### src/fan_ctrl_pkg.sv
// Purpose: shared constants and types for the fan speed controller
// Assumes: 100 MHz system clock, AXI4-Lite register access
// Notes: times kept in their own unit, cycle counts derived from them
package fan_ctrl_pkg;

    // clock and time base
    localparam int CLK_MHZ = 100;
    localparam int TICK_US = 1000;                 // 1 ms time base
    localparam int TICK_CYC = TICK_US * CLK_MHZ;
    localparam int PWM_FREQ_KHZ = 25;
    localparam int PWM_PERIOD_CYC = CLK_MHZ * 1000 / PWM_FREQ_KHZ;
    localparam int PWM_STEP_CYC = PWM_PERIOD_CYC / 100;  // cycles per percent

    // forced full speed timing, in seconds and in 1 ms ticks
    localparam int STARTUP_S = 5;
    localparam int STARTUP_TICKS = STARTUP_S * 1000;
    localparam int BACKUP_LONG_S = 30;
    localparam int BACKUP_LONG_TICKS = BACKUP_LONG_S * 1000;
    localparam int HOLD_S = 60;
    localparam int HOLD_TICKS = HOLD_S * 1000 + 1;  // +1 covers a partial tick
    localparam int FAN_SPEED_PULSE_IN_WIN_MS = 1000;

    // duty limits in percent
    localparam logic [7:0] DUTY_FULL = 8'h64;      // 100 percent
    localparam logic [7:0] DUTY_FLOOR_MIN = 8'h1e; // 30 percent

    // register byte offsets
    localparam logic [7:0] OFS_CTRL = 8'h00;
    localparam logic [7:0] OFS_CURVE = 8'h04;
    localparam logic [7:0] OFS_STATUS = 8'h08;
    localparam logic [7:0] OFS_IRQ_STAT = 8'h0c;
    localparam logic [7:0] OFS_IRQ_MASK = 8'h10;
    localparam logic [7:0] OFS_FAN_SPEED_PULSE_IN = 8'h14;
    localparam logic [7:0] OFS_FAN_SPEED_PULSE_IN_LIM = 8'h18;

    // reset values
    localparam logic [31:0] RST_CTRL = 32'h0000_001e;
    localparam logic [31:0] RST_CURVE = 32'h0000_0219;  // gain 2, from 25 C
    localparam logic [31:0] RST_FAN_SPEED_PULSE_IN_LIM = 32'h03e8_0014;
    localparam logic [2:0] RST_IRQ_MASK = 3'h0;

    // interrupt bit positions
    localparam int IRQ_FAULT = 0;
    localparam int IRQ_RESUME = 1;
    localparam int IRQ_FORCED = 2;

    localparam logic [1:0] RESP_OKAY = 2'h0;
    localparam logic [1:0] RESP_SLVERR = 2'h2;

    typedef struct packed {
        logic [22:0] rsvd;
        logic two_fan;
        logic [7:0] floor_pct;
    } ctrl_reg_t;

    typedef struct packed {
        logic [15:0] rsvd;
        logic [7:0] gain;      // percent per degree above t_low
        logic [7:0] t_low;     // degrees C where the ramp starts
    } curve_reg_t;

    typedef struct packed {
        logic [15:0] max_cnt;  // pulses per window, above is implausible
        logic [15:0] min_cnt;  // pulses per window, below is stalled
    } fan_speed_pulse_in_lim_t;

    typedef enum logic [1:0] {
        MODE_STARTUP = 2'b00,
        MODE_FORCED = 2'b01,
        MODE_REGULATE = 2'b10,
        MODE_FAULT = 2'b11
    } fan_mode_t;

endpackage

### src/fan_speed_ctrl.sv
// Purpose: fan pwm generator with temperature law and fan_speed_pulse_in supervision
// Assumes: all inputs synchronous to clk_in, temp_in in whole degrees C
// Notes: fault is sticky until reset; registers over AXI4-Lite
//
// Functional notes
// pwm duty never goes below 30 percent
// floor is configurable upward only; values under 30 are raised to 30
// normal duty follows a linear curve of intake air temperature
// duty depends on temperature and forcing only, never on output current
// after power up the fan runs full speed, then regulation takes over
// fan_speed_pulse_in monitoring shuts down on stalled, blocked or implausible speed
// any fan fault turns on the red fail indicator
// with two fans, either fan failing is a fan fault
// backup or battery test forces full speed
// full speed held 1 minute after test or backup over 30 s
// leaving forced speed resumes clamped curve duty without stopping
//
// Design decisions made here: the placing of the registers and the AXI4-Lite interface to the registers.
`timescale 1ns/1ps
module fan_speed_ctrl
    import fan_ctrl_pkg::*;
#(
    parameter int TICK_CYC_P = TICK_CYC,
    parameter int STARTUP_TICKS_P = STARTUP_TICKS,
    parameter int BACKUP_LONG_TICKS_P = BACKUP_LONG_TICKS,
    parameter int HOLD_TICKS_P = HOLD_TICKS
)
(
    input wire logic clk_in,
    input wire logic rst_in,
    input wire logic [7:0] temp_in,
    input wire logic backup_in,
    input wire logic battery_test_in,
    input wire logic [1:0] fan_speed_pulse_in,
    output logic fan_pwm_out,
    output logic fail_led_out,
    output logic shutdown_out,
    output logic irq_out,
    input wire logic [7:0] s_axi_awaddr_in,
    input wire logic s_axi_awvalid_in,
    output logic s_axi_awready_out,
    input wire logic [31:0] s_axi_wdata_in,
    input wire logic [3:0] s_axi_wstrb_in,
    input wire logic s_axi_wvalid_in,
    output logic s_axi_wready_out,
    output logic [1:0] s_axi_bresp_out,
    output logic s_axi_bvalid_out,
    input wire logic s_axi_bready_in,
    input wire logic [7:0] s_axi_araddr_in,
    input wire logic s_axi_arvalid_in,
    output logic s_axi_arready_out,
    output logic [31:0] s_axi_rdata_out,
    output logic [1:0] s_axi_rresp_out,
    output logic s_axi_rvalid_out,
    input wire logic s_axi_rready_in
);

    // register state
    ctrl_reg_t ctrl_ff;
    curve_reg_t curve_ff;
    fan_speed_pulse_in_lim_t lim_ff;
    logic [2:0] irq_stat_ff;
    logic [2:0] irq_mask_ff;
    // axi state
    logic aw_have_ff, w_have_ff;
    logic [7:0] awaddr_ff;
    logic [31:0] wdata_ff;
    logic [3:0] wstrb_ff;
    logic awready_ff, wready_ff, bvalid_ff, arready_ff, rvalid_ff;
    logic [1:0] bresp_ff, rresp_ff;
    logic [31:0] rdata_ff;
    // control state
    fan_mode_t mode_ff;
    logic [31:0] tick_cnt_ff;
    logic [31:0] start_cnt_ff, bk_cnt_ff, hold_cnt_ff;
    logic backup_d_ff, test_d_ff, forced_d_ff;
    logic [7:0] duty_ff;
    logic [31:0] pre_cnt_ff;
    logic [6:0] pwm_cnt_ff;
    logic pwm_ff, fail_ff, irq_ff;
    logic [15:0] win_cnt_ff;
    logic [1:0] fan_fault;
    logic [15:0] fan_speed_pulse_in_last [2];

    // time base and axi handshakes
    wire tick = (tick_cnt_ff == 32'(TICK_CYC_P - 1));
    wire aw_fire = s_axi_awvalid_in & awready_ff;
    wire w_fire = s_axi_wvalid_in & wready_ff;
    wire do_wr = aw_have_ff & w_have_ff & ~bvalid_ff;
    wire ar_fire = s_axi_arvalid_in & arready_ff;
    wire nxt_aw_have = aw_fire | (aw_have_ff & ~do_wr);
    wire nxt_w_have = w_fire | (w_have_ff & ~do_wr);
    wire nxt_rvalid = ar_fire | (rvalid_ff & ~s_axi_rready_in);

    // byte lane mask from write strobes
    logic [31:0] wmask;
    genvar gb;
    generate
        for (gb = 0; gb < 4; gb++)
        begin : g_lane
            assign wmask[gb*8 +: 8] = {8{wstrb_ff[gb]}};
        end
    endgenerate

    // write decode
    wire wr_ctrl = do_wr & (awaddr_ff == OFS_CTRL);
    wire wr_curve = do_wr & (awaddr_ff == OFS_CURVE);
    wire wr_istat = do_wr & (awaddr_ff == OFS_IRQ_STAT);
    wire wr_imask = do_wr & (awaddr_ff == OFS_IRQ_MASK);
    wire wr_lim = do_wr & (awaddr_ff == OFS_FAN_SPEED_PULSE_IN_LIM);
    wire wr_ro = do_wr & ((awaddr_ff == OFS_STATUS) |
        (awaddr_ff == OFS_FAN_SPEED_PULSE_IN));
    wire wr_hit = wr_ctrl | wr_curve | wr_istat | wr_imask | wr_lim | wr_ro;
    wire [31:0] wmerge_ctrl = (ctrl_ff & ~wmask) | (wdata_ff & wmask);
    wire [31:0] wmerge_curve = (curve_ff & ~wmask) | (wdata_ff & wmask);
    wire [31:0] wmerge_lim = (lim_ff & ~wmask) | (wdata_ff & wmask);
    wire [2:0] w1c = wr_istat ? (wdata_ff[2:0] & wmask[2:0]) : 3'h0;

    // forcing conditions and effective floor
    wire startup = (mode_ff == MODE_STARTUP);
    wire hold = (hold_cnt_ff != 32'h0000_0000);
    // hold starts in the cycle the test or long backup ends, no dip
    wire hold_start = (test_d_ff & ~battery_test_in) | (backup_d_ff &
        ~backup_in & (bk_cnt_ff >= 32'(BACKUP_LONG_TICKS_P)));
    wire forced = startup | backup_in | battery_test_in | hold |
        hold_start;
    wire [7:0] floor_eff = (ctrl_ff.floor_pct < DUTY_FLOOR_MIN) ?
        DUTY_FLOOR_MIN : ctrl_ff.floor_pct;
    wire [7:0] floor_cap = (floor_eff > DUTY_FULL) ? DUTY_FULL : floor_eff;

    // temperature curve, only temperature, curve settings and floor feed it
    wire [7:0] t_over = (temp_in > curve_ff.t_low) ?
        (temp_in - curve_ff.t_low) : 8'h00;
    wire [16:0] ramp = {1'b0, 16'(t_over) * 16'(curve_ff.gain)} +
        {9'h000, floor_cap}; // product kept at full width
    wire [7:0] curve_duty = (ramp > {9'h000, DUTY_FULL}) ?
        DUTY_FULL : ramp[7:0];
    wire [7:0] target_duty = (forced | fail_ff) ? DUTY_FULL : curve_duty;

    // fan_speed_pulse_in pulse counting and window checks, one per fan
    wire win_end = tick & (win_cnt_ff == 16'(FAN_SPEED_PULSE_IN_WIN_MS - 1));
    wire mon_en = (mode_ff != MODE_STARTUP);
    genvar gf;
    generate
        for (gf = 0; gf < 2; gf++)
        begin : g_fan
            logic pulse_d_ff;
            logic [15:0] pcnt_ff;
            logic [15:0] last_ff;
            wire rise = fan_speed_pulse_in[gf] & ~pulse_d_ff;
            wire used = (gf == 0) | ctrl_ff.two_fan;
            wire slow = pcnt_ff < lim_ff.min_cnt;  // stalled or blocked
            wire odd = pcnt_ff > lim_ff.max_cnt;   // implausible reading
            assign fan_fault[gf] = win_end & mon_en & used & (slow | odd);
            assign fan_speed_pulse_in_last[gf] = last_ff;
            always_ff @(posedge clk_in or posedge rst_in)
            begin
                if (rst_in)
                begin
                    pulse_d_ff <= 1'b0;
                    pcnt_ff <= 16'h0000;
                    last_ff <= 16'h0000;
                end
                else
                begin
                    pulse_d_ff <= fan_speed_pulse_in[gf];
                    if (win_end)
                    begin
                        last_ff <= pcnt_ff;
                        pcnt_ff <= {15'h0000, rise};
                    end
                    else if (rise && pcnt_ff != 16'hffff)
                        pcnt_ff <= pcnt_ff + 16'h0001;
                end
            end
        end
    endgenerate
    wire fault_evt = |fan_fault;

    // interrupt events and status, set wins over clear
    wire resume_evt = forced_d_ff & ~forced & ~fail_ff;
    wire forced_evt = ~forced_d_ff & forced;
    wire [2:0] irq_evt = {forced_evt, resume_evt, fault_evt};
    wire [2:0] nxt_irq_stat = (irq_stat_ff & ~w1c) | irq_evt;

    // read data mux
    wire [31:0] status_word = {8'h00, temp_in, 5'h00, fail_ff, startup,
        forced, duty_ff};
    wire [31:0] rd_word =
        (s_axi_araddr_in == OFS_CTRL) ? ctrl_ff :
        (s_axi_araddr_in == OFS_CURVE) ? curve_ff :
        (s_axi_araddr_in == OFS_STATUS) ? status_word :
        (s_axi_araddr_in == OFS_IRQ_STAT) ? {29'h0000_0000, irq_stat_ff} :
        (s_axi_araddr_in == OFS_IRQ_MASK) ? {29'h0000_0000, irq_mask_ff} :
        (s_axi_araddr_in == OFS_FAN_SPEED_PULSE_IN) ? {fan_speed_pulse_in_last[1], fan_speed_pulse_in_last[0]} :
        (s_axi_araddr_in == OFS_FAN_SPEED_PULSE_IN_LIM) ? lim_ff : 32'h0000_0000;
    wire rd_hit = (s_axi_araddr_in <= OFS_FAN_SPEED_PULSE_IN_LIM) &
        (s_axi_araddr_in[1:0] == 2'h0);

    // axi write channel
    always_ff @(posedge clk_in or posedge rst_in)
    begin
        if (rst_in)
        begin
            aw_have_ff <= 1'b0;
            w_have_ff <= 1'b0;
            awaddr_ff <= 8'h00;
            wdata_ff <= 32'h0000_0000;
            wstrb_ff <= 4'h0;
            awready_ff <= 1'b0;
            wready_ff <= 1'b0;
            bvalid_ff <= 1'b0;
            bresp_ff <= RESP_OKAY;
        end
        else
        begin
            aw_have_ff <= nxt_aw_have;
            w_have_ff <= nxt_w_have;
            awready_ff <= ~nxt_aw_have;
            wready_ff <= ~nxt_w_have;
            if (aw_fire)
                awaddr_ff <= s_axi_awaddr_in;
            if (w_fire)
            begin
                wdata_ff <= s_axi_wdata_in;
                wstrb_ff <= s_axi_wstrb_in;
            end
            if (do_wr)
            begin
                bvalid_ff <= 1'b1;
                bresp_ff <= wr_hit ? RESP_OKAY : RESP_SLVERR;
            end
            else if (s_axi_bready_in)
                bvalid_ff <= 1'b0;
        end
    end

    // axi read channel
    always_ff @(posedge clk_in or posedge rst_in)
    begin
        if (rst_in)
        begin
            arready_ff <= 1'b0;
            rvalid_ff <= 1'b0;
            rdata_ff <= 32'h0000_0000;
            rresp_ff <= RESP_OKAY;
        end
        else
        begin
            rvalid_ff <= nxt_rvalid;
            arready_ff <= ~nxt_rvalid;
            if (ar_fire)
            begin
                rdata_ff <= rd_hit ? rd_word : 32'h0000_0000;
                rresp_ff <= rd_hit ? RESP_OKAY : RESP_SLVERR;
            end
        end
    end

    // software registers
    always_ff @(posedge clk_in or posedge rst_in)
    begin
        if (rst_in)
        begin
            ctrl_ff <= RST_CTRL;
            curve_ff <= RST_CURVE;
            lim_ff <= RST_FAN_SPEED_PULSE_IN_LIM;
            irq_mask_ff <= RST_IRQ_MASK;
            irq_stat_ff <= 3'h0;
            irq_ff <= 1'b0;
        end
        else
        begin
            if (wr_ctrl)
                ctrl_ff <= {23'h00_0000, wmerge_ctrl[8:0]};
            if (wr_curve)
                curve_ff <= {16'h0000, wmerge_curve[15:0]};
            if (wr_lim)
                lim_ff <= wmerge_lim;
            if (wr_imask)
                irq_mask_ff <= wdata_ff[2:0];
            irq_stat_ff <= nxt_irq_stat;
            irq_ff <= |(nxt_irq_stat & irq_mask_ff);
        end
    end

    // mode sequence and forced speed timers
    always_ff @(posedge clk_in or posedge rst_in)
    begin
        if (rst_in)
        begin
            mode_ff <= MODE_STARTUP;
            tick_cnt_ff <= 32'h0000_0000;
            start_cnt_ff <= 32'h0000_0000;
            bk_cnt_ff <= 32'h0000_0000;
            hold_cnt_ff <= 32'h0000_0000;
            backup_d_ff <= 1'b0;
            test_d_ff <= 1'b0;
            forced_d_ff <= 1'b1;
            win_cnt_ff <= 16'h0000;
            fail_ff <= 1'b0;
        end
        else
        begin
            tick_cnt_ff <= tick ? 32'h0000_0000 : tick_cnt_ff + 32'h0000_0001;
            backup_d_ff <= backup_in;
            test_d_ff <= battery_test_in;
            forced_d_ff <= forced;
            if (win_end || !mon_en)
                win_cnt_ff <= 16'h0000;
            else if (tick)
                win_cnt_ff <= win_cnt_ff + 16'h0001;
            // backup duration, saturating
            if (!backup_in)
                bk_cnt_ff <= 32'h0000_0000;
            else if (tick && bk_cnt_ff < 32'(BACKUP_LONG_TICKS_P))
                bk_cnt_ff <= bk_cnt_ff + 32'h0000_0001;
            // hold start after a test or long backup ends
            if (hold_start)
                hold_cnt_ff <= 32'(HOLD_TICKS_P);
            else if (tick && hold)
                hold_cnt_ff <= hold_cnt_ff - 32'h0000_0001;
            if (fault_evt)
                fail_ff <= 1'b1;
            case (mode_ff)
                MODE_STARTUP:
                begin
                    if (tick)
                        start_cnt_ff <= start_cnt_ff + 32'h0000_0001;
                    if (start_cnt_ff >= 32'(STARTUP_TICKS_P))
                        mode_ff <= MODE_REGULATE;
                end
                MODE_FORCED:
                    mode_ff <= fault_evt ? MODE_FAULT :
                        (forced ? MODE_FORCED : MODE_REGULATE);
                MODE_REGULATE:
                    mode_ff <= fault_evt ? MODE_FAULT :
                        (forced ? MODE_FORCED : MODE_REGULATE);
                MODE_FAULT:
                    mode_ff <= MODE_FAULT;
                default:
                    mode_ff <= MODE_FAULT;
            endcase
        end
    end

    // duty register and pwm carrier
    always_ff @(posedge clk_in or posedge rst_in)
    begin
        if (rst_in)
        begin
            duty_ff <= DUTY_FULL;
            pre_cnt_ff <= 32'h0000_0000;
            pwm_cnt_ff <= 7'h00;
            pwm_ff <= 1'b1;
        end
        else
        begin
            duty_ff <= target_duty;
            if (pre_cnt_ff == 32'(PWM_STEP_CYC - 1))
            begin
                pre_cnt_ff <= 32'h0000_0000;
                pwm_cnt_ff <= (pwm_cnt_ff == 7'h63) ? 7'h00 :
                    pwm_cnt_ff + 7'h01;
            end
            else
                pre_cnt_ff <= pre_cnt_ff + 32'h0000_0001;
            pwm_ff <= ({1'b0, pwm_cnt_ff} < duty_ff);
        end
    end

    // outputs straight from flops
    assign fan_pwm_out = pwm_ff;
    assign fail_led_out = fail_ff;
    assign shutdown_out = fail_ff;
    assign irq_out = irq_ff;
    assign s_axi_awready_out = awready_ff;
    assign s_axi_wready_out = wready_ff;
    assign s_axi_bvalid_out = bvalid_ff;
    assign s_axi_bresp_out = bresp_ff;
    assign s_axi_arready_out = arready_ff;
    assign s_axi_rvalid_out = rvalid_ff;
    assign s_axi_rdata_out = rdata_ff;
    assign s_axi_rresp_out = rresp_ff;

    // checks on the duty law, forcing and fault handling
    a_duty_floor: assert property (@(posedge clk_in) disable iff (rst_in)
        duty_ff >= DUTY_FLOOR_MIN)
        else $error("duty below 30 percent");
    a_floor_raise: assert property (@(posedge clk_in) disable iff (rst_in)
        !forced && !fail_ff && ctrl_ff.floor_pct > DUTY_FLOOR_MIN &&
        ctrl_ff.floor_pct <= DUTY_FULL |=> duty_ff >= $past(ctrl_ff.floor_pct))
        else $error("configured floor not honoured");
    a_curve_follow: assert property (@(posedge clk_in) disable iff (rst_in)
        !forced && !fail_ff |=> duty_ff == $past(curve_duty))
        else $error("duty does not follow temperature curve");
    a_duty_steady: assert property (@(posedge clk_in) disable iff (rst_in)
        $stable(temp_in) && $stable(forced) && $stable(ctrl_ff) &&
        $stable(curve_ff) && $stable(fail_ff) |=> $stable(duty_ff))
        else $error("duty changed without a cause");
    a_startup_full: assert property (@(posedge clk_in) disable iff (rst_in)
        startup |=> duty_ff == DUTY_FULL)
        else $error("fan not at full speed during startup");
    a_fault_shut: assert property (@(posedge clk_in) disable iff (rst_in)
        fault_evt |=> shutdown_out ##1 shutdown_out)
        else $error("fan fault did not shut down");
    a_fault_led: assert property (@(posedge clk_in) disable iff (rst_in)
        fault_evt |=> fail_led_out ##1 duty_ff == DUTY_FULL)
        else $error("fan fault did not light fail led");
    a_second_fan: assert property (@(posedge clk_in) disable iff (rst_in)
        fan_fault[1] |-> ctrl_ff.two_fan ##1 fail_ff)
        else $error("second fan fault mishandled");
    a_backup_full: assert property (@(posedge clk_in) disable iff (rst_in)
        backup_in || battery_test_in |=> duty_ff == DUTY_FULL)
        else $error("backup or test not at full speed");
    a_test_hold: assert property (@(posedge clk_in) disable iff (rst_in)
        $fell(battery_test_in) |=> ##1 hold_cnt_ff >= 32'(HOLD_TICKS_P - 1)
        && duty_ff == DUTY_FULL)
        else $error("full speed hold not started");
    a_resume_run: assert property (@(posedge clk_in) disable iff (rst_in)
        $fell(forced) && !fail_ff |=> duty_ff >= floor_cap && duty_ff != 0)
        else $error("fan stopped when leaving forced speed");

endmodule

### config.mk
export PLATFORM = sky130hd
export DESIGN_NAME = fan_speed_ctrl
export DESIGN_NICKNAME = d
export VERILOG_FILES = /design/src/fan_ctrl_pkg.sv /design/src/fan_speed_ctrl.sv
export SDC_FILE = /design/constraint.sdc
export NUM_CORES = 1
export LEC_CHECK = 0
export ABC_AREA = 0
export BUFFER_PORTS_ARGS = -buffer_cell sky130_fd_sc_hd__buf_2
export CAP_MARGIN = 0
export CORE_AREA = 3 3 295 181
export CTS_BUF_LIST = sky130_fd_sc_hd__clkbuf_4 sky130_fd_sc_hd__clkbuf_8 sky130_fd_sc_hd__clkbuf_16
export CTS_CLUSTER_DIAMETER = 150
export DETAILED_ROUTE_END_ITERATION = 16
export DIE_AREA = 0 0 298 184
export GPL_TIMING_DRIVEN = 0
export SKIP_LAST_GASP = 1
export SLEW_MARGIN = 15
export SYNTH_ARGS = -nofsm -noshare
export SYNTH_HDL_FRONTEND = slang
export SYNTH_SLANG_ARGS = --single-unit
### constraint.sdc
create_clock -name clk_in -period 18.4 [get_ports clk_in]
set_input_delay 0 -clock clk_in [delete_from_list [all_inputs] [get_ports clk_in]]
set_output_delay 0 -clock clk_in [all_outputs]
set_load 0.05 [all_outputs]
==> results.md, run 1 <==
* Post-Synth Simple-Gate Area at 0.189
* Synth top area share at 0.429
* Adder-cell share of the synthesized area at 0.110
* CP Max Fanout at 8
* RSZ-0062 raised after global routing: false
* R2R setup slack at 10.95 ns
* Final Wtd Congestion at 0.925
* Hold Path Depth at 2
* Top-count cell post-synth: dfrtp_1
* Seq. cell area at slightly above 0.01 mm2
* Total global-route track usage at 0.221
* Max-cap violations at 0
* Sequential share of the synthesized area at 0.453
* Die Y at about 180 um
* Total negative slack at 0 ns
* Total grt overflow at 0
* Hold path startpoint: fan_speed_pulse_in[1]
* Clock buffer depth at 3
* Placed Cells at a little over 3000
* CP top delay family: adder cells
* Routed Antenna Nets at 0
* Post-synth top area cell: dfrtp_1
* Commonest cells in the netlist: dfrtp_1, nand2_1, inv_1, nor2_1, ha_1
* Critical-path cell list: ha_1 > fa_1 > nor2b_1 > o21ai_0 > a21oi_1 > o21a_1 > o21ai_1 > a211oi_1 > and2_1 > fa_1 > fa_1 > fa_1 > inv_1 > fa_1 > inv_1 > ha_1 > clkbuf_1 > inv_1 > nor3_1 > or4_1 > a221o_1 > a211oi_1 > o2111ai_1 > or3_1
* Post-synthesis mux area share at 0.0583
* Setup Skew at about 0.022 ns
* H-tree depth at 2
* Min-Delay Path Class: input pin to register
* Design area at roughly 0.027 mm2
* Clock transition at path regs at ~0.060 ns
* Warnings, synthesis at 0
* # IOs at roughly 120
* Max IR drop VDD at just under 80 uV
* Fillers at approximately 4600
* DRT iter0 DRCs at around 1400
* Slowest stage delay, CP at approximately 0.94 ns
* Number of synthesized flops with an enable pin at 0
* Crit path capture type: register
* Largest cells by area after synthesis: dfrtp_1, ha_1, mux2_2, nand2_1, fa_1
* CTS root buffer: clkbuf_16
* Worst slack, placed at 11.07 ns
* First-pass GRT wire length at about 96 mm
* Cell area after synthesis at around 0.023 mm2
* Most Frequent Cell on Critical Path: fa_1
* Routed vias/inst at 5.50
* Xor and xnor area share after synthesis at 0.0598
* Buf/Inv on CP at 4
* Status: finished, final reports clean
* Initial Util at 0.450
* Top FF cell, synth: dfrtp_1
* Via count at around 18000
* Measured slew at the worst slew-check pin at 1.18 ns
* Post-Syn Instances at between 2000 and 2500
* Peak Freq at roughly 130 MHz
* P_leak at 0.0124 uW
* Hold Path Sink: g_fan[1].pulse_d_ff
* Initial antenna violation count at 4
* Syn avg cell area at approximately 10 um2
* CTS tree: done
* Headroom to the max-slew limit at 0.206
* Post-route setup slack at around 11 ns
* FF+latch count, synth at approximately 410
* Routed WL at 61.0 mm
* Placed cell areas at roughly 0.024 mm2
* ANT cells at 0
* Final setup viols at 0
* Worst path required time at 18.88 ns
* Finished Layout Cells at around 3200
* Post-synthesis cell type count at ~80
* Layout cells sized above 1 at 0.140
* I/O Buffers at about 110
* Final hold vios at 0
* Fin crit period at 7.45 ns
* Final Max Slew Viols at 0
* R2R cell count at 24
* Largest family of logic cells by synthesized area: simple AND/OR/NAND/NOR gates
* Clock sink count at between 400 and 500
* Final worst-path cycle share at 0.405
* Pwr dens at about 90 mW/mm2
* Vias in the first global route at between 15000 and 20000
* Net count, final at 2734
* Area Growth Syn to Fin at 16.2%
* Worst EP arrival at 7.93 ns
* Drt pass-1 iters at 5
* Post_cts resized at 0
* Worst setup SP type: register
* Compound-gate portion of the synthesized area at 0.0920
* End of the worst register-to-register path: duty_ff[2]
* Largest net degree at the start of global routing at 109
* Slowest-stage cell, CP: a211oi_1
* Die ar. at 0.0548 mm2
* Die width at approximately 300 um
* Per-cell routed wire length at 19.0 um
* CP Class: register to register
* Clk Latency, worst-skew pair at 0.58 ns
* Multi-input logic area at 0.0117 mm2
* Total CTS buffers at 42
* Detailed placer's ending HPWL at between 40 and 50 mm
* CORE AREA at just over 0.05 mm2
* Row cnt at 64
* DRC viols at 0
* Synth async-reset ratio at 1.00
[layout by cell type (no fill, tap or decap), types with 9 or more instances in the layout]
| cell type | count |
|---|---|
| a211oi_1 | 15 |
| and3_1 | 44 |
| buf_1 | 11 |
| dfstp_2 | 21 |
| nor4_1 | 33 |
| ha_1 | 129 |
| a22oi_1 | 13 |
| nand3_1 | 90 |
| nand4_1 | 48 |
| buf_2 | 115 |
| nor3_1 | 46 |
| nor2b_1 | 23 |
| or4_1 | 10 |
| a21oi_1 | 76 |
| fa_1 | 45 |
| and2_1 | 57 |
| nand2_1 | 255 |
| xor2_1 | 72 |
| o22ai_1 | 10 |
| a21o_1 | 15 |
| and4_1 | 14 |
| mux2_2 | 105 |
| xnor2_1 | 84 |
| a222oi_1 | 17 |
| o21ai_0 | 108 |
| dlygate4sd3_1 | 62 |
| inv_1 | 152 |
| or3_1 | 31 |
| nor2_1 | 143 |
| clkbuf_8 | 9 |
| mux2i_1 | 15 |
| o21a_1 | 12 |
| nand2b_1 | 13 |
| clkbuf_16 | 42 |
| clkbuf_1 | 49 |
| dfrtp_1 | 392 |
[metrics by stage]
step           hold slack, ns  total power (uW)   util
2_1_floorplan          0.0314              1370      -
3_3_place_gp            0.120              1510  0.478
3_5_place_dp           0.0499              1520  0.481
4_1_cts                0.0722              2480  0.523
5_1_grt                0.0862              2580  0.523
6_report               0.0869              2460  0.523
[routing by layer]
| layer | GRT usage | vias up | part of all wire |
|---|---|---|---|
| li1 | - | 8383 | - |
| met1 | 0.341 | 8716 | 0.49 |
| met2 | 0.320 | 498 | 0.42 |
| met4 | 0.0454 | 4 | 0.018 |
| met3 | 0.0457 | 74 | 0.071 |
| met5 | 0 | - | 0.00034 |
[worst max path at each step]
| stage | end | cells past startpoint |
|---|---|---|
| floorplan | async pin | 1 |
| global placement | pre_cnt_ff[11] | 2 |
| detailed placement | duty_ff[2] | 24 |
| CTS | duty_ff[2] | 24 |
| global route | duty_ff[2] | 24 |
| finish | duty_ff[2] | 24 |
[report_power, final]
group          switching (uW)  internal [uW]  leakage (uW)
sequential               92.5            992       0.00545
combinational             256            184       0.00621
clock                     390            546      0.000760
total                     739           1720        0.0124
[timing repair]
action	4_1_cts	5_1_grt
buffers inserted	0	0
hold buffers	62	0
endpoints found under the hold margin	395	0
setup endpoints to repair	0	0
[cell families (layout without fill, tap and decap cells)]
| family | Yosys count | in the layout |
|---|---|---|
| AO/OA/AOI/OAI | 328 | 328 |
| XOR/XNOR | 156 | 156 |
| adder cells (fa/ha/maj) | 174 | 174 |
| buffers and inverters | 219 | 476 |
| flip-flops | 413 | 413 |
| multiplexers | 120 | 120 |
| other | 2 | 4 |
| AND/OR/NAND/NOR | 852 | 852 |
[layout make-up]
cell class,instances,area share
buffer,66,0.0101
clock buffer,59,0.0465
clock inverter,19,0.0104
inverter,153,0.0219
multi-input combinational,1634,0.439
sequential,413,0.390
tap,693,0.0327
timing repair buffer,179,0.0488
(Power assumes the default switching activity.)
==> run 2: changes to the inputs <==
Settings changed: ABC_AREA 0 to 1, CORE_AREA 3 3 295 181 to 3 3 307 188, DIE_AREA 0 0 298 184 to 0 0 310 191.
Clock period 18.4 ns to 6.3 ns, I/O delays scaled along.
==> run 2 against run 1 <==
Against the previous run:
- sequential cell count unchanged
- first-iteration DRC count up 42%
- clock power rose to 3.0 times the previous value
- largest power group unchanged
- sequential power rose to 3.0 times the previous value
- maximum frequency up 21%
- die area up 8.0%
- wire length up 23%
- final cell count up 29%
- critical path depth up 6
- power rose to 3.5 times the previous value
- worst hold slack worse by 0.019 ns
==> results.md, run 2 <==
* Routed vias/inst at 5.37 (-2.3%)
* Number of synthesized flops with an enable pin at 0 (unchanged)
* P_leak at 0.0142 uW (+15%)
* Slowest-stage cell, CP: fa_1
* ANT cells at 0 (unchanged)
* Row cnt at 67 (+4.7%)
* Final setup viols at 0 (unchanged)
* DRT iter0 DRCs at 2015 (+42%)
* Worst slack, placed at -0.231 ns (-11.30 ns)
* Commonest cells in the netlist: nand2_1, inv_1, dfrtp_1, nor2_1, o21ai_0
* CP Class: register to register
* Clock sink count at 413 (unchanged)
* Warnings, synthesis at 0 (unchanged)
* Clock buffer depth at 3 (unchanged)
* Crit path capture type: register
* Area Growth Syn to Fin at 17.7%
* Routed WL at 74.8 mm (+23%)
* Die ar. at 0.0592 mm2 (+8.0%)
* Total grt overflow at 0 (unchanged)
* Fin crit period at 6.13 ns (-1.32 ns)
* FF+latch count, synth at 413 (unchanged)
* Die Y at 191 um (+3.8%)
* Syn avg cell area at 7.91 um2 (-22%)
* DRC viols at 0 (unchanged)
* Status: finished, final reports clean
* Peak Freq at 163 MHz (+21%)
* Post-Syn Instances at 3133 (+38%)
* Pwr dens at 298 mW/mm2 (+220%)
* Routed Antenna Nets at 0 (unchanged)
* Top FF cell, synth: dfrtp_1
* Slowest stage delay, CP at 0.63 ns (-0.31 ns)
* Hold path startpoint: backup_in
* I/O Buffers at 113 (+1.8%)
* Hold Path Sink: backup_d_ff
* Detailed placer's ending HPWL at 58.3 mm (+28%)
* Reg power frac at 0.369 (-0.072)
* Min-Delay Path Class: input pin to register
* Final worst-path cycle share at 0.973 (+0.569)
* Measured slew at the worst slew-check pin at 0.991 ns (-0.191 ns)
* Finished Layout Cells at 4145 (+29%)
* Largest net degree at the start of global routing at 37 (-66%)
* Vias in the first global route at 21100 (+24%)
* Post-route setup slack at 0.167 ns (-10.78 ns)
* Drt pass-1 iters at 5 (unchanged)
* Worst path required time at 6.83 ns (-12.05 ns)
* Final Wtd Congestion at 0.979 (+5.8%)
* Post-synth top area cell: dfrtp_1
* H-tree depth at 2 (unchanged)
* Total negative slack at 0 ns (unchanged)
* Die width at 310 um (+4.0%)
* R2R cell count at 30 (+25%)
* Clock Power Share at 0.319 (-0.061)
* Net Sw Power at 3150 uW (+330%)
* Clock transition at path regs at 0.07 ns (about the same)
* Placed Cells at 3985 (+30%)
* Cell area after synthesis at 0.0248 mm2 (+8.4%)
* Final Max Slew Viols at 0 (unchanged)
* CP Max Fanout at 6 (-2)
* Setup Skew at 0.0317 ns (+0.0101 ns)
* Hold Path Depth at 2 (unchanged)
* CTS root buffer: clkbuf_16
* Most Frequent Cell on Critical Path: fa_1
* RSZ-0062 raised after global routing: true
* Initial Util at 0.448 (-0.00252)
* Total CTS buffers at 43 (+2.4%)
* Per-cell routed wire length at 18.0 um (-4.9%)
* Top-count cell post-synth: nand2_1
* Max-cap violations at 0 (unchanged)
* Initial antenna violation count at 0 (-4)
* Clk Latency, worst-skew pair at 0.60 ns (+0.02 ns)
* Combinational Power Share at 0.312 (+0.133)
* CP top delay family: adder cells
* Synth async-reset ratio at 1.00 (unchanged)
* CTS tree: done
* Final hold vios at 0 (unchanged)
* Largest cells by area after synthesis: dfrtp_1, nand2_1, inv_1, ha_1, nor2_1
* Headroom to the max-slew limit at 0.339 (+0.133)
* Commonest non-fill, non-tap cell in the layout: nand2_1
* Worst setup SP type: register
* First-pass GRT wire length at 117 mm (+22%)
* Via count at 22300 (+26%)
* Layout cells sized above 1 at 0.114 (-0.0256)
* Sequential share of the synthesized area at 0.418 (-0.0350)
* Most frequent cells in the layout: nand2_1, inv_1, dfrtp_1
* Buf/Inv on CP at 3 (-1)
* Switching Fraction at 0.363 (+0.0624)
* CORE AREA at 0.0553 mm2 (+9.0%)
* Post-synthesis cell type count at 57 (-30%)
* Pint at 5540 uW (+220%)
* Cell depth of the worst setup path at 30 (+25%)
* Total global-route track usage at 0.253 (+0.0318)
* Net count, final at 3631 (+33%)
* # IOs at 116 (unchanged)
* R2R setup slack at 0.17 ns (-10.78 ns)
* End of the worst register-to-register path: duty_ff[3]
* Synth top area share at 0.396 (-0.0331)
* Max IR drop VDD at 211 uV (+170%)
* Worst EP arrival at 6.66 ns (-1.27 ns)
run 2: changes by cell type in the layout (fill, tap and decap cells not counted), sizes merged, moves of 57 or more:
cell / change
and2: -57
inv: +308
mux2: -104
nand2: +490
nor2: +204
nor3: +71
o21ai: +124
xnor2: -68
run 2: stage by stage:
stage	hold slack (ns)	util	area, um2	power, uW
2_1_floorplan	0.0314	-	24800	4830
3_3_place_gp	0.125	0.474	26300	5540
3_5_place_dp	0.124	0.479	26500	5600
4_1_cts	0.00876	0.520	28800	8480
5_1_grt	0.0619	0.527	29100	9250
6_report	0.0679	0.527	29100	8690
run 2: area by class of cell:
class / count / area (um2)
plain buffers: 65 / 309
clock inverters: 15 / 201
fillers: 5201 / 26200
clock buffers: 65 / 1320
flip-flops and latches: 413 / 10400
well taps: 724 / 906
inverters: 465 / 1760
multi-input cells: 2192 / 12700
repair buffers: 206 / 1600
run 2: worst max path at each step:
| stage | startpoint | to | slack (ns) |
|---|---|---|---|
| after global placement | rst_in | start_cnt_ff[22] | -1.74 |
| final | register | duty_ff[3] | 0.17 |
| after detailed placement | register | duty_ff[3] | -0.23 |
| after floorplan | register | duty_ff[5] | 0.47 |
| after global routing | register | duty_ff[6] | -0.20 |
| after CTS | register | duty_ff[6] | 0.009 |
run 2: worst reg2reg max path: cells and delay by family (launching register included):
kind,cells,cell delay [ns]
AND/OR/NAND/NOR,14,1.53
flip-flops,1,0.41
adder cells (fa/ha/maj),7,2.99
buffers and inverters,3,0.34
XOR/XNOR,1,0.14
AO/OA/AOI/OAI,5,0.63
run 2: repair_timing:
action,4_1_cts,5_1_grt
pin swaps,2,44
endpoints found under the hold margin,100,0
gates resized for setup,12,77
endpoints found under the setup margin,7,7
setup buffers,1,12
hold buffers,67,0
run 2: metal layers:
| layer | part of all wire | GRT usage | wire (um) |
|---|---|---|---|
| met5 | 0 | 0 | 0 |
| met4 | 0.018 | 0.0538 | 1320 |
| met3 | 0.097 | 0.0730 | 7260 |
| met2 | 0.38 | 0.340 | 28700 |
| met1 | 0.50 | 0.396 | 37500 |
run 2: power groups by stage:
stage	clock network, uW	registers [uW]	logic, uW
finish	2770	3200	2720
global route	2940	3240	3060
CTS	2830	3190	2460
detailed placement	0	3240	2360
global placement	0	3240	2300
floorplan	0	3210	1620
run 2: logic make-up after synthesis:
| group | count (synthesis) | share of synthesized area |
|---|---|---|
| xor gates and xnor gates | 115 | 0.0407 |
| other | 2 | 0.000303 |
| buffers and inverters | 530 | 0.0826 |
| adders and majority gates | 174 | 0.102 |
| and+or+nand+nor | 1473 | 0.260 |
| DFF | 413 | 0.418 |
| AOI/OAI and AO/OA | 424 | 0.0961 |
| muxes | 2 | 0.000859 |
==> run 3: changes to the inputs <==
Settings changed: CORE_AREA 3 3 307 188 to 3 3 239 241, DIE_AREA 0 0 310 191 to 0 0 242 244, HOLD_SLACK_MARGIN set to 0.05.
==> run 3 against run 2 <==
Against the previous run:
- clock skew grew 0.0026 ns
- setup slack lost 0.011 ns
- die area shrank 0.27%
- global-route usage shrank 2.0 points
- non-clock buffer count grew 14
- utilization grew 0.63 points
- critical endpoint unchanged
- largest power group unchanged
==> results.md, run 3 (same netlist as run 2, synthesis figures left out) <==
* H-tree depth at 2 (unchanged)
* R2R cell count at 32 (+6.7%)
* CTS root buffer: clkbuf_16
* Drt pass-1 iters at 5 (unchanged)
* Die Y at 244 um (+28%)
* RSZ-0062 raised after global routing: true
* Met3 wire length at 3.78 mm (-48%)
* Final Max Slew Viols at 0 (unchanged)
* CTS tree: done
* Largest net degree at the start of global routing at 36 (-2.7%)
* CORE AREA at 0.0551 mm2 (-0.43%)
* Final worst-path cycle share at 0.975 (+0.00171)
* Headroom to the max-slew limit at 0.507 (+0.168)
* I/O Buffers at 113 (unchanged)
* DRC viols at 0 (unchanged)
* Placed cell areas at 0.0266 mm2 (+0.30%)
* Design area at 0.0294 mm2 (+0.76%)
* Max-cap violations at 0 (unchanged)
* Most frequent cells in the layout: nand2_1, inv_1, dfrtp_1
* DR top layer: met4
* Total CTS buffers at 46 (+7.0%)
* Clk Latency, worst-skew pair at 0.61 ns (about the same)
* Hold path startpoint: fan_speed_pulse_in[1]
* Fillers at 5193 (-0.15%)
* Buf/Inv on CP at 4 (+1)
* Total grt overflow at 0 (unchanged)
* Worst slack, placed at -0.244 ns (-0.0126 ns)
* Setup Skew at 0.0343 ns (+0.00257 ns)
* Initial antenna violation count at 0 (unchanged)
* First-pass GRT wire length at 112 mm (-4.0%)
* Placed Cells at 4010 (+0.63%)
* Crit path capture type: register
* CP Class: register to register
* DRT iter0 DRCs at 1418 (-30%)
* Clock buffer depth at 3 (unchanged)
* Die width at 242 um (-22%)
* Hold Path Depth at 2 (unchanged)
* Max IR drop VDD at 193 uV (-8.4%)
* Final hold vios at 0 (unchanged)
* Via count at 21800 (-2.2%)
* Row cnt at 86 (+28%)
* Hold Path Sink: g_fan[1].pulse_d_ff
* Layout cells sized above 1 at 0.112 (-0.00205)
* Routed vias/inst at 5.20 (-3.1%)
* End of the worst register-to-register path: duty_ff[3]
* Routed WL at 69.0 mm (-7.7%)
* ANT cells at 0 (unchanged)
* Peak Freq at 163 MHz (-0.18%)
* Commonest non-fill, non-tap cell in the layout: nand2_1
* Measured slew at the worst slew-check pin at 0.736 ns (-0.254 ns)
* Area Growth Syn to Fin at 18.6%
* Finished Layout Cells at 4187 (+1.0%)
* Total global-route track usage at 0.233 (-0.0196)
* CP Max Fanout at 6 (unchanged)
* DR WL met2 at 32.3 mm (+12%)
* Initial Util at 0.450 (+0.00191)
* Clock transition at path regs at 0.06 ns (about the same)
* R2R setup slack at 0.16 ns (about the same)
* Status: finished, final reports clean
* Net count, final at 3648 (+0.47%)
* Die ar. at 0.0590 mm2 (-0.27%)
* Routed Antenna Nets at 0 (unchanged)
* Per-cell routed wire length at 16.5 um (-8.7%)
* Clock sink count at 413 (unchanged)
* Pwr dens at 293 mW/mm2 (-1.6%)
* Hold slack at 0.0935 ns (+0.0256 ns)
* Slowest stage delay, CP at 0.51 ns (-0.12 ns)
* Final setup viols at 0 (unchanged)
* Detailed placer's ending HPWL at 53.2 mm (-8.8%)
* Cell depth of the worst setup path at 32 (+6.7%)
* Fin crit period at 6.14 ns (+0.0108 ns)
* CP top delay family: adder cells
* Slowest-stage cell, CP: fa_1
* P_leak at 0.0143 uW (+0.73%)
* M1 WL at 30.6 mm (-18%)
* Vias in the first global route at 21700 (+2.8%)
* Min-Delay Path Class: input pin to register
* Worst setup SP type: register
* Worst EP arrival at 6.67 ns (about the same)
* Worst path required time at 6.83 ns (about the same)
* Post-route setup slack at 0.157 ns (-0.0108 ns)
* # IOs at 116 (unchanged)
* Final Wtd Congestion at 0.951 (-2.9%)
[run 3: cell types whose count changed in the layout (fill, tap and decap cells not counted), sizes merged]
cell and delta:
dlygate4sd3 +15, clkbuf +6, buf -1, bufinv -1, clkinv -1
[run 3: where the power goes]
part	switching [uW]	leakage, uW	internal (uW)	total [uW]
clock	1120	0.000804	1670	2790
sequential	239	0.00548	2960	3200
combinational	1690	0.00805	937	2620
total	3050	0.0143	5560	8610
[run 3: repair_timing]
action                                 in CTS  in global routing
setup endpoints to repair                   7                  7
resized for setup                          12                 64
hold buffers                               82                  0
pin swaps                                   2                 50
buffers inserted                            3                  9
endpoints found under the hold margin     345                  0
[run 3: worst max path at each step]
stage	slack, ns	endpoint	startpoint
finish	0.16	duty_ff[3]	register
detailed placement	-0.24	duty_ff[6]	register
CTS	0.007	duty_ff[5]	register
floorplan	0.47	duty_ff[5]	register
global route	-0.17	duty_ff[3]	register
global placement	-1.72	pre_cnt_ff[20]	rst_in
[run 3: cell type report]
type / count / area (um2) / share of cell area
Buffer: 65 / 304 / 0.0104
Clock buffer: 71 / 1400 / 0.0477
Clock inverter: 13 / 181 / 0.00618
Inverter: 465 / 1760 / 0.0598
Multi-Input combinational cell: 2192 / 12600 / 0.431
Sequential cell: 413 / 10400 / 0.353
Tap cell: 748 / 936 / 0.0319
Timing Repair Buffer: 220 / 1780 / 0.0607
[run 3: metrics by stage]
stage,power [uW],util,setup TNS (ns)
after global routing,9190,0.533,-1.00
after global placement,5490,0.477,-655.93
after floorplan,4830,-,0
after CTS,8510,0.528,0
final,8610,0.533,0
after detailed placement,5570,0.483,-1.63
[run 3: routing by layer]
layer | global-route usage | vias up
met3 | 0.0333 | 130
met1 | 0.309 | 10400
li1 | - | 10700
met4 | 0.0842 | 0
met5 | 0 | -
met2 | 0.392 | 584
